===== src/hdl/wes_pkg.sv =====
// ****************************************************************
// Shared constants and types of the wakeup edge select block.
// ****************************************************************
package wes_pkg;

   // Number of wakeup pins; the top one doubles as converter trigger.
   localparam int          PINS         = 6;
   localparam int          TRIG_PIN     = 5;
   localparam int          ADDR_W       = 8;
   localparam int          DATA_W       = 32;
   localparam int          STRB_W       = 4;
   localparam int          BYTE0        = 0;

   // Byte addresses of the word registers.
   localparam logic [7:0]  OFF_EDGE_POL = 8'h00;
   localparam logic [7:0]  OFF_STATUS   = 8'h04;
   localparam logic [7:0]  OFF_MASK     = 8'h08;
   localparam logic [7:0]  OFF_LEVEL    = 8'h0C;

   // Reset values and fixed fields.
   localparam logic [5:0]  POL_RESET    = 6'h00;
   localparam logic [5:0]  STATUS_RESET = 6'h00;
   localparam logic [5:0]  MASK_RESET   = 6'h00;
   localparam logic [1:0]  POL_RSVD_VAL = 2'h3;
   localparam logic        SYNC_RESET   = 1'h1;
   localparam logic [23:0] PAD_POL      = 24'h00_0000;
   localparam logic [25:0] PAD_SIX      = 26'h000_0000;
   localparam logic [31:0] ZERO_WORD    = 32'h0000_0000;

   // Bus response codes.
   localparam logic [1:0]  RESP_OKAY    = 2'h0;
   localparam logic [1:0]  RESP_DECERR  = 2'h3;

   // Read channel states.
   typedef enum logic {
      RD_IDLE,
      RD_RESP
   } wes_rd_state_type;

   // Debounced pin levels and their one-cycle edge hits.
   typedef struct packed {
      logic [PINS-1:0] level;
      logic [PINS-1:0] hit;
   } wes_pins_type;

   // A write held until both address and data have arrived.
   typedef struct packed {
      logic [ADDR_W-1:0] addr;
      logic [DATA_W-1:0] data;
      logic [STRB_W-1:0] strb;
   } wes_wcmd_type;

endpackage


===== src/hdl/wes_edge_detect.sv =====
`timescale 1ns/1ps
// ****************************************************************
// Pin synchroniser and polarity-selected edge detector.
// ****************************************************************
module wes_edge_detect import wes_pkg::*; (
   // Clock and reset.
   input  wire logic            clk,
   input  wire logic            rst_n,
   // Raw pins and polarity choice.
   input  wire logic [PINS-1:0] pins_in,
   input  wire logic [PINS-1:0] pol,
   // Stable levels and edge hits, both registered.
   output wes_pins_type         det
);

   logic [PINS-1:0] lvl_vec;
   logic [PINS-1:0] hit_vec;

   genvar i;
   generate
      for (i = 0; i < PINS; i = i + 1) begin : g_pin
         logic s1_reg, s2_reg, s3_reg, lvl_reg, hit_reg;
         logic lvl_next, hit_next;

         // A level counts only once the second and third stages agree.
         // synchronise then detect
         always_comb begin
            lvl_next = (s2_reg == s3_reg) ? s3_reg : lvl_reg;
            hit_next = (lvl_next != lvl_reg) && (lvl_next == pol[i]);
         end

         // The stable level idles high, so no edge is seen at reset release.
         always_ff @(posedge clk or negedge rst_n) begin
            if (!rst_n) begin
               s1_reg  <= SYNC_RESET;
               s2_reg  <= SYNC_RESET;
               s3_reg  <= SYNC_RESET;
               lvl_reg <= SYNC_RESET;
               hit_reg <= 1'h0;
            end else begin
               s1_reg  <= pins_in[i];
               s2_reg  <= s1_reg;
               s3_reg  <= s2_reg;
               lvl_reg <= lvl_next;
               hit_reg <= hit_next;
            end
         end

         assign lvl_vec[i] = lvl_reg;
         assign hit_vec[i] = hit_reg;
      end
   endgenerate

   // Pack the per-pin results for the register block.
   assign det = '{level: lvl_vec, hit: hit_vec};

endmodule // wes_edge_detect


===== src/hdl/wes_irq_status.sv =====
`timescale 1ns/1ps
// ****************************************************************
// Sticky event status with mask and one level interrupt.
// ****************************************************************
module wes_irq_status import wes_pkg::*; (
   // Clock and reset.
   input  wire logic            clk,
   input  wire logic            rst_n,
   // Events, software clears and mask.
   input  wire logic [PINS-1:0] set,
   input  wire logic [PINS-1:0] clr,
   input  wire logic [PINS-1:0] mask,
   // Status and interrupt, registered.
   output logic      [PINS-1:0] status,
   output logic                 irq
);

   logic [PINS-1:0] status_reg, status_next;
   logic            irq_reg, irq_next;

   // A new event wins over a clear in the same cycle, so none is lost.
   always_comb begin
      status_next = (status_reg & ~clr) | set;
      irq_next    = |(status_next & mask);
   end

   // Status and interrupt registers.
   always_ff @(posedge clk or negedge rst_n) begin
      if (!rst_n) begin
         status_reg <= STATUS_RESET;
         irq_reg    <= 1'h0;
      end else begin
         status_reg <= status_next;
         irq_reg    <= irq_next;
      end
   end

   assign status = status_reg;
   assign irq    = irq_reg;

endmodule // wes_irq_status


===== src/hdl/wes_wakeup_edge_select.sv =====
`timescale 1ns/1ps
// ****************************************************************
// Wakeup edge select: polarity register, edge events, bus slave.
// ****************************************************************

module wes_wakeup_edge_select import wes_pkg::*; (
   // Clock and reset.
   input  wire logic              MCLK,
   input  wire logic              RST_N,
   // Write address channel.
   input  wire logic [ADDR_W-1:0] AWADDR,
   input  wire logic              AWVALID,
   output logic                   AWREADY,
   // Write data channel.
   input  wire logic [DATA_W-1:0] WDATA,
   input  wire logic [STRB_W-1:0] WSTRB,
   input  wire logic              WVALID,
   output logic                   WREADY,
   // Write response channel.
   output logic      [1:0]        BRESP,
   output logic                   BVALID,
   input  wire logic              BREADY,
   // Read address channel.
   input  wire logic [ADDR_W-1:0] ARADDR,
   input  wire logic              ARVALID,
   output logic                   ARREADY,
   // Read data channel.
   output logic      [DATA_W-1:0] RDATA,
   output logic      [1:0]        RRESP,
   output logic                   RVALID,
   input  wire logic              RREADY,
   // Wakeup pins; the top one is also the converter trigger pin.
   input  wire logic [PINS-1:0]   WAKE_IN,
   // Edge requests and interrupt.
   output logic      [PINS-1:0]   WAKE_REQ,
   output logic                   CONV_TRIG,
   output logic                   IRQ
);

   // ****************************************************************
   // Declarations.
   // ****************************************************************

   // Software-visible state.
   logic [PINS-1:0]   pol_reg, pol_next;
   logic [PINS-1:0]   mask_reg, mask_next;
   logic [PINS-1:0]   clr_pulse;
   logic [PINS-1:0]   status;

   // Write channel state.
   logic              awready_reg, awready_next;
   logic              wready_reg, wready_next;
   logic              bvalid_reg, bvalid_next;
   logic [1:0]        bresp_reg, bresp_next;
   wes_wcmd_type      wcmd_reg, wcmd_next;
   logic              commit;

   // Read channel state.
   wes_rd_state_type  rd_state_reg, rd_state_next;
   logic              arready_reg, arready_next;
   logic              rvalid_reg, rvalid_next;
   logic [DATA_W-1:0] rdata_reg, rdata_next;
   logic [1:0]        rresp_reg, rresp_next;
   logic [DATA_W-1:0] rd_word;
   logic [1:0]        rd_resp;

   // Pin results.
   wes_pins_type      det;

   // ****************************************************************
   // Edge detection and event status.
   // ****************************************************************

   // Each pin bit of the polarity register steers its own detector.
   // polarity feeds detectors
   wes_edge_detect u_detect (
      .clk     (MCLK),
      .rst_n   (RST_N),
      .pins_in (WAKE_IN),
      .pol     (pol_reg),
      .det     (det)
   );

   // Edge hits are the events that set sticky status bits.
   wes_irq_status u_irq (
      .clk    (MCLK),
      .rst_n  (RST_N),
      .set    (det.hit),
      .clr    (clr_pulse),
      .mask   (mask_reg),
      .status (status),
      .irq    (IRQ)
   );

   // Requests leave straight from the detector's hit flops.
   assign WAKE_REQ  = det.hit;
   // The shared pin uses the very same bit, so both uses agree on polarity.
   // shared trigger polarity
   assign CONV_TRIG = det.hit[TRIG_PIN];

   // ****************************************************************
   // Write path.
   // ****************************************************************

   // A write is done once both halves are held and no response is pending.
   assign commit = !awready_reg && !wready_reg && !bvalid_reg;

   // Address and data are taken in either order and held until commit.
   always_comb begin
      awready_next = awready_reg;
      wready_next  = wready_reg;
      bvalid_next  = bvalid_reg;
      bresp_next   = bresp_reg;
      wcmd_next    = wcmd_reg;
      pol_next     = pol_reg;
      mask_next    = mask_reg;
      clr_pulse    = STATUS_RESET;
      if (AWVALID && awready_reg) begin
         awready_next  = 1'h0;
         wcmd_next.addr = AWADDR;
      end
      if (WVALID && wready_reg) begin
         wready_next    = 1'h0;
         wcmd_next.data = WDATA;
         wcmd_next.strb = WSTRB;
      end
      if (bvalid_reg && BREADY) begin
         bvalid_next = 1'h0;
      end
      if (commit) begin
         awready_next = 1'h1;
         wready_next  = 1'h1;
         bvalid_next  = 1'h1;
         bresp_next   = RESP_OKAY;
         case (wcmd_reg.addr)
            OFF_EDGE_POL: begin
               // Reserved upper bits are dropped; they have no storage.
               // store edge selects
               if (wcmd_reg.strb[BYTE0]) begin
                  pol_next = wcmd_reg.data[PINS-1:0];
               end
            end
            OFF_STATUS: begin
               // Writing a one clears that status bit.
               if (wcmd_reg.strb[BYTE0]) begin
                  clr_pulse = wcmd_reg.data[PINS-1:0];
               end
            end
            OFF_MASK: begin
               if (wcmd_reg.strb[BYTE0]) begin
                  mask_next = wcmd_reg.data[PINS-1:0];
               end
            end
            OFF_LEVEL: begin
               // Pin levels are read only; the write is accepted and ignored.
               bresp_next = RESP_OKAY;
            end
            default: begin
               bresp_next = RESP_DECERR;
            end
         endcase
      end
   end

   // Write path registers; selects reset to falling-edge detection.
   always_ff @(posedge MCLK or negedge RST_N) begin
      if (!RST_N) begin
         awready_reg <= 1'h1;
         wready_reg  <= 1'h1;
         bvalid_reg  <= 1'h0;
         bresp_reg   <= RESP_OKAY;
         wcmd_reg    <= '0;
         pol_reg     <= POL_RESET;
         mask_reg    <= MASK_RESET;
      end else begin
         awready_reg <= awready_next;
         wready_reg  <= wready_next;
         bvalid_reg  <= bvalid_next;
         bresp_reg   <= bresp_next;
         wcmd_reg    <= wcmd_next;
         pol_reg     <= pol_next;
         mask_reg    <= mask_next;
      end
   end

   // ****************************************************************
   // Read path.
   // ****************************************************************

   // Read multiplexer; data above the low byte reads as zero.
   always_comb begin
      rd_word = ZERO_WORD;
      rd_resp = RESP_OKAY;
      case (ARADDR)
         OFF_EDGE_POL: begin
            rd_word = {PAD_POL, POL_RSVD_VAL, pol_reg};
         end
         OFF_STATUS: begin
            rd_word = {PAD_SIX, status};
         end
         OFF_MASK: begin
            rd_word = {PAD_SIX, mask_reg};
         end
         OFF_LEVEL: begin
            rd_word = {PAD_SIX, det.level};
         end
         default: begin
            rd_resp = RESP_DECERR;
         end
      endcase
   end

   // One read at a time; the address is refused while the data waits.
   always_comb begin
      rd_state_next = rd_state_reg;
      arready_next  = arready_reg;
      rvalid_next   = rvalid_reg;
      rdata_next    = rdata_reg;
      rresp_next    = rresp_reg;
      case (rd_state_reg)
         RD_IDLE: begin
            if (ARVALID) begin
               rd_state_next = RD_RESP;
               arready_next  = 1'h0;
               rvalid_next   = 1'h1;
               rdata_next    = rd_word;
               rresp_next    = rd_resp;
            end
         end
         RD_RESP: begin
            if (RREADY) begin
               rd_state_next = RD_IDLE;
               arready_next  = 1'h1;
               rvalid_next   = 1'h0;
            end
         end
         default: begin
            rd_state_next = RD_IDLE;
            arready_next  = 1'h1;
            rvalid_next   = 1'h0;
         end
      endcase
   end

   // Read path registers.
   always_ff @(posedge MCLK or negedge RST_N) begin
      if (!RST_N) begin
         rd_state_reg <= RD_IDLE;
         arready_reg  <= 1'h1;
         rvalid_reg   <= 1'h0;
         rdata_reg    <= ZERO_WORD;
         rresp_reg    <= RESP_OKAY;
      end else begin
         rd_state_reg <= rd_state_next;
         arready_reg  <= arready_next;
         rvalid_reg   <= rvalid_next;
         rdata_reg    <= rdata_next;
         rresp_reg    <= rresp_next;
      end
   end

   // ****************************************************************
   // Outputs, all straight from flops.
   // ****************************************************************

   assign AWREADY = awready_reg;
   assign WREADY  = wready_reg;
   assign BVALID  = bvalid_reg;
   assign BRESP   = bresp_reg;
   assign ARREADY = arready_reg;
   assign RVALID  = rvalid_reg;
   assign RDATA   = rdata_reg;
   assign RRESP   = rresp_reg;

endmodule // wes_wakeup_edge_select


===== config.mk =====
export PLATFORM = sky130hd
export DESIGN_NAME = wes_wakeup_edge_select
export DESIGN_NICKNAME = d
export VERILOG_FILES = /design/src/hdl/wes_pkg.sv /design/src/hdl/wes_edge_detect.sv /design/src/hdl/wes_irq_status.sv /design/src/hdl/wes_wakeup_edge_select.sv
export SDC_FILE = /design/constraint.sdc
export NUM_CORES = 1
export LEC_CHECK = 0
export ABC_AREA = 1
export BUFFER_PORTS_ARGS = -buffer_cell sky130_fd_sc_hd__buf_2
export CAP_MARGIN = 20
export CORE_ASPECT_RATIO = 2
export CORE_MARGIN = 4
export CORE_UTILIZATION = 55
export CTS_BUF_LIST = sky130_fd_sc_hd__clkbuf_4 sky130_fd_sc_hd__clkbuf_8
export DETAILED_ROUTE_END_ITERATION = 16
export PLACE_DENSITY = 0.9
export RECOVER_POWER = 25
export SYNTH_ARGS = -nofsm -noshare
export SYNTH_HDL_FRONTEND = slang
export SYNTH_SLANG_ARGS = --single-unit
export TNS_END_PERCENT = 50

===== constraint.sdc =====
create_clock -name MCLK -period 3.1 [get_ports MCLK]
set_clock_uncertainty 0.2 [all_clocks]
set_input_delay 0.31 -clock MCLK [delete_from_list [all_inputs] [get_ports MCLK]]
set_output_delay 0.31 -clock MCLK [all_outputs]
set_load 0.03 [all_outputs]

# Yosys cells after proc, flatten, opt, wreduce, memory -nomap -nowiden
# Index checks and enable logic that the tools add are counted.
# W data, S select, Z words.
dict set report op_classes {
  eq_ne 26
  muxes 27
  bitwise 5
  n_reduce_logical 26
}
# cell count
set ops {}
lappend ops {{$eq A8 B4 Y1 const B} 4}
lappend ops {{$pmux W8 S4} 1}
lappend ops {{$mux W1} 18}
lappend ops {{$mux W6} 3}
lappend ops {{$eq A8 B3 Y1 const B} 2}
lappend ops {{$logic_not A8 Y1} 2}
lappend ops {{$and A6 B6 Y6} 2}
lappend ops {{$eq A1 B1 Y1} 12}
lappend ops {{$logic_and A1 B1 Y1} 11}
lappend ops {{$reduce_or A4 Y1} 2}
lappend ops {{$ne A1 B1 Y1} 6}
lappend ops {{$not A6 Y6} 1}
lappend ops {{$or A6 B6 Y6} 1}
lappend ops {{$pmux W1 S2} 3}
lappend ops {{$reduce_and A3 Y1} 2}
lappend ops {{$reduce_bool A2 Y1} 3}
lappend ops {{$reduce_or A6 Y1} 1}
lappend ops {{$mux W2} 2}
lappend ops {{$ne A2 B2 Y1 const B} 2}
lappend ops {{$reduce_and A2 Y1} 2}
lappend ops {{$logic_not A1 Y1} 3}
lappend ops {{$not A1 Y1} 1}
dict set report word_totals {
  reg_bits 106
  in_bits 65
  word_cells 130
}

# Longest topological paths before layout
dict set report depth {
  word_depth 9
  mapped_depth 11
}

# Modules after synthesis
# Synthesis repeated with hierarchy kept, for this count alone.
dict set report unflattened {
  cells_unflattened 395
  hier_area_um2 3626.0
}
# mod instances cells_each area_each_um2
set by_module_without_submodules {}
lappend by_module_without_submodules {wes_wakeup_edge_select 1 261 2175.8}
lappend by_module_without_submodules {wes_edge_detect 1 95 1109.8}
lappend by_module_without_submodules {wes_irq_status 1 39 340.3}

# Least setup slack after synthesis
# Ideal clock, no wire load.
dict set report synth_path {
  path_type {register to register}
  from {reg bvalid_reg, in the netlist BVALID}
  to {reg pol_reg[3]}
  setup_time_ps 122
  arrival_time_ps 1357
  required_time_ps 2778
  slack_ps 1421
  path_stages_with_launch 8
  period_less_slack_ps 1679
  cell_sequence {dfrtp_1 nor2_1 nand2_1 nor2_2 nand4_1 buf_2 nand2_1 o21ai_1}
}
dict set report synth_between {
  elab_chain_cells 3
}
# element line
set synth_rtl {}
lappend synth_rtl {{from (decl)} wes_wakeup_edge_select.sv:53} ;# logic bvalid_reg, bvalid_next;
lappend synth_rtl {{from (signal assigned)} wes_wakeup_edge_select.sv:178} ;# bvalid_reg <= bvalid_next;
lappend synth_rtl {{$logic_not A1 Y1} wes_wakeup_edge_select.sv:106} ;# assign commit = !awready_reg && !wready_reg && !bvalid_reg;
lappend synth_rtl {{$logic_and A1 B1 Y1} wes_wakeup_edge_select.sv:106}
lappend synth_rtl {{$reduce_and A3 Y1 (no source line)} n/a}
lappend synth_rtl {{to (signal assigned)} wes_wakeup_edge_select.sv:181} ;# pol_reg <= pol_next;
lappend synth_rtl {{to (decl)} wes_wakeup_edge_select.sv:45} ;# logic [PINS-1:0] pol_reg, pol_next;
# No other way between the ends.
# A chain may end at the register's enable or synchronous reset.

==> results.cfg <==
[route]
post_detailed_route_count_of_antenna_violating_nets = 0
dr.first_iter.drc_count = 77
num_vias = 2564
detail_route.first_pass.iterations = 5
totalWireLength_um = 6670
post_drt_wl_per_cell_um = 13.4
drcViolationCount = 0
via_per_inst = 5.14

[finish]
final_instance_area_um2 = 3930
layout.filler_cells = 476
syn_to_final_growth_pct = 16.8
finish.net_count = 496
largest_reg_flops = 15
layout-drive-gt1-share = 0.248
antenna-diode-count = 0

[timing]
hold_viol = 0
finish_stage_setup_viols = 0
number_of_max_slew_violations_in_the_final_report = 80
fin_tns_setup_ns = 0
rsz0062_at_grt = false
tightestPinTransition_ns = 1.82
finalCriticalPeriod_ns = 2.27
layout_worst_path_cycle_share = 0.731
maxSlewHeadroom = -0.214
maxClockFrequency_mhz = 441

[power]
power.combinational.fraction = 0.230
sw_ratio = 0.328
leakagePower_uw = 0.00197
vdd.ir_drop.worst_v = 0.000483
p_int_uw = 1790
sequential_fraction_of_design_power = 0.515
clock_power_share = 0.255
cellPowerDensity_nw_per_um2 = 680
power.switching_uw = 877

[yosys]
syn_inst = 356
yosys_warnings = 0
cell_taking_the_most_area_after_synthesis = sky130_fd_sc_hd__dfrtp_1
number_of_synthesized_flops_with_an_enable_pin = 0
netlist_top_cells_area = sky130_fd_sc_hd__dfrtp_1, sky130_fd_sc_hd__dfstp_2, sky130_fd_sc_hd__nand2_1
unique_masters_post_synth = 21
syn_area_um2 = 3360
synth.top_cells.by_count = sky130_fd_sc_hd__nand2_1, sky130_fd_sc_hd__dfrtp_1, sky130_fd_sc_hd__inv_1
synthArstFlopShare = 1.00
synth_flop_cell = sky130_fd_sc_hd__dfrtp_1
synthDominantCellAreaShare = 0.387
postSynthRegisterBits = 79
postSynthAreaPerCell_um2 = 9.45
yosys.cell_count.top_type = sky130_fd_sc_hd__nand2_1
seq_area_frac_synth = 0.598

[worst_hold_path]
startpoint_of_the_tightest_hold_check_path = WDATA[1]
hp-class = in2reg
worst_hold_endpoint = wcmd_reg[5]
hold-path-cell-count = 3

[floorplan]
std_cell_rows = 40
core_area_um2 = 5960
die_y_um = 119
die-width_um = 63.3
start_util = 0.565
design.die.area_um2 = 7510
pin_count = 114

[setup_path]
cpPeakStageDelay_ns = 1.30
timing.critical_path.fanout_max = 79
end_kind = asynchronous set/reset pin
critical_path.cell_chain = dlygate4sd3_1 -> clkbuf_2
critical_path.reg2reg.startpoint = wcmd_reg[43]
path_delay_family = buffers and inverters
worst-endpoint-arrival_ns = 2.18
setup.worst_path.class = in2async
critical_path.reg2reg.endpoint = mask_reg[4]
worst_r2r_path_depth = 6
r2r_slack_ns = 1.12
critical_path.n_buffers_inverters = 2
critical_path_launch_point_type = primary input
cpMaxStageDelayCell = sky130_fd_sc_hd__clkbuf_2
crit_required_ns = 3.01

[clock_tree]
cts_root_buffer = sky130_fd_sc_hd__clkbuf_8
cts_made_buffers = 9
postCtsHoldBufs = 19
cts.sinks = 79
cts_htree_levels = 3
post_cts.resized_instances = 0
cts_tree = built
cts.reportedPaths.clkPinSlew_ns = 0.07
insertion_delay_ns = 0.35
cts_setup_buffers = 0
max-clock-path-buffers = 2

[grt]
grt_pass1_vias = 2580
largest_net_degree_at_the_start_of_global_routing = 80
grt_antenna_before_repair = 0
gr-usage-all-layers = 0.196
grt_remaining_overflow = 0
grt_pass1_wl_um = 11300

[job]
timing.max_cap.violations = 1

[placed_design]
standard_cell_area_after_detailed_placement_um2 = 3560
routabilityCongestion = 0.875
hpwlAfterDp_um = 4800
place.port_buffers = 60

[status]
failed_checks = max-capacitance violations, max-slew violations
outcome = finished with violations
layout by cell type, fill, tap and decap left out, drive strengths merged, types with 8 or more instances in the layout:
master | netlist | layout
buf | 35 | 59
nand4 | 8 | 8
nor2 | 26 | 26
nand2 | 79 | 79
o21ai | 26 | 26
nor3 | 10 | 10
dfstp | 27 | 27
dfrtp | 52 | 52
conb | 1 | 24
dlygate4sd3 | 0 | 19
clkbuf | 3 | 13
a21oi | 18 | 18
nand3 | 27 | 27
inv | 36 | 36
cells by family (layout without fill, tap and decap cells):
kind of cell | count (synthesis) | count (layout) | share of synthesized area
and+or+nand+nor | 151 | 151 | 0.193
other | 1 | 24 | 0.00111
DFF | 79 | 79 | 0.598
muxes | 6 | 6 | 0.0201
AOI/OAI and AO/OA | 45 | 45 | 0.0677
buffers and inverters | 74 | 131 | 0.120
area by class of cell:
class,count,area [µm²],area share
sequential,79,2010,0.512
multi-input combinational,226,1040,0.264
timing repair buffer,79,490,0.125
clock buffer,12,159,0.0404
inverter,36,135,0.0344
tap,63,78.8,0.0201
clock inverter,4,20.0,0.00509
stage by stage:
stage	power [µW]	worst slack [ns]	hold WS [ns]	utilization	instances
after floorplan	1850	1.42	-0.186	-	379
after global placement	1960	1.16	0.146	0.598	464
after detailed placement	2000	1.09	0.147	0.598	464
after CTS	2690	1.08	0.000967	0.660	499
after global routing	2850	0.498	0.00789	0.660	499
final	2670	0.834	0.0146	0.660	499
power groups by stage:
stage / sequential (µW) / combinational (µW) / clock, µW
after detailed placement: 1400 / 600 / 0
after global routing: 1400 / 696 / 746
after floorplan: 1440 / 404 / 0
after global placement: 1380 / 574 / 0
after CTS: 1380 / 620 / 695
final: 1380 / 614 / 682
worst max path at each step:
stage                             from      endpoint  depth (start not counted)
after floorplan                 BVALID    pol_reg[3]                          7
after global placement          BVALID    pol_reg[0]                          6
after detailed placement  wcmd_reg[43]   mask_reg[4]                          6
after CTS                 wcmd_reg[43]   mask_reg[4]                          6
after global routing             RST_N  wcmd_reg[42]                          2
final                            RST_N  wcmd_reg[42]                          2
routing by layer:
metal	GRT usage	routed length [µm]
met2	0.329	3540
met4	0.127	303
met1	0.201	2300
met3	0.0703	528
met5	0	0
Power figures use the tool's default switching activity.
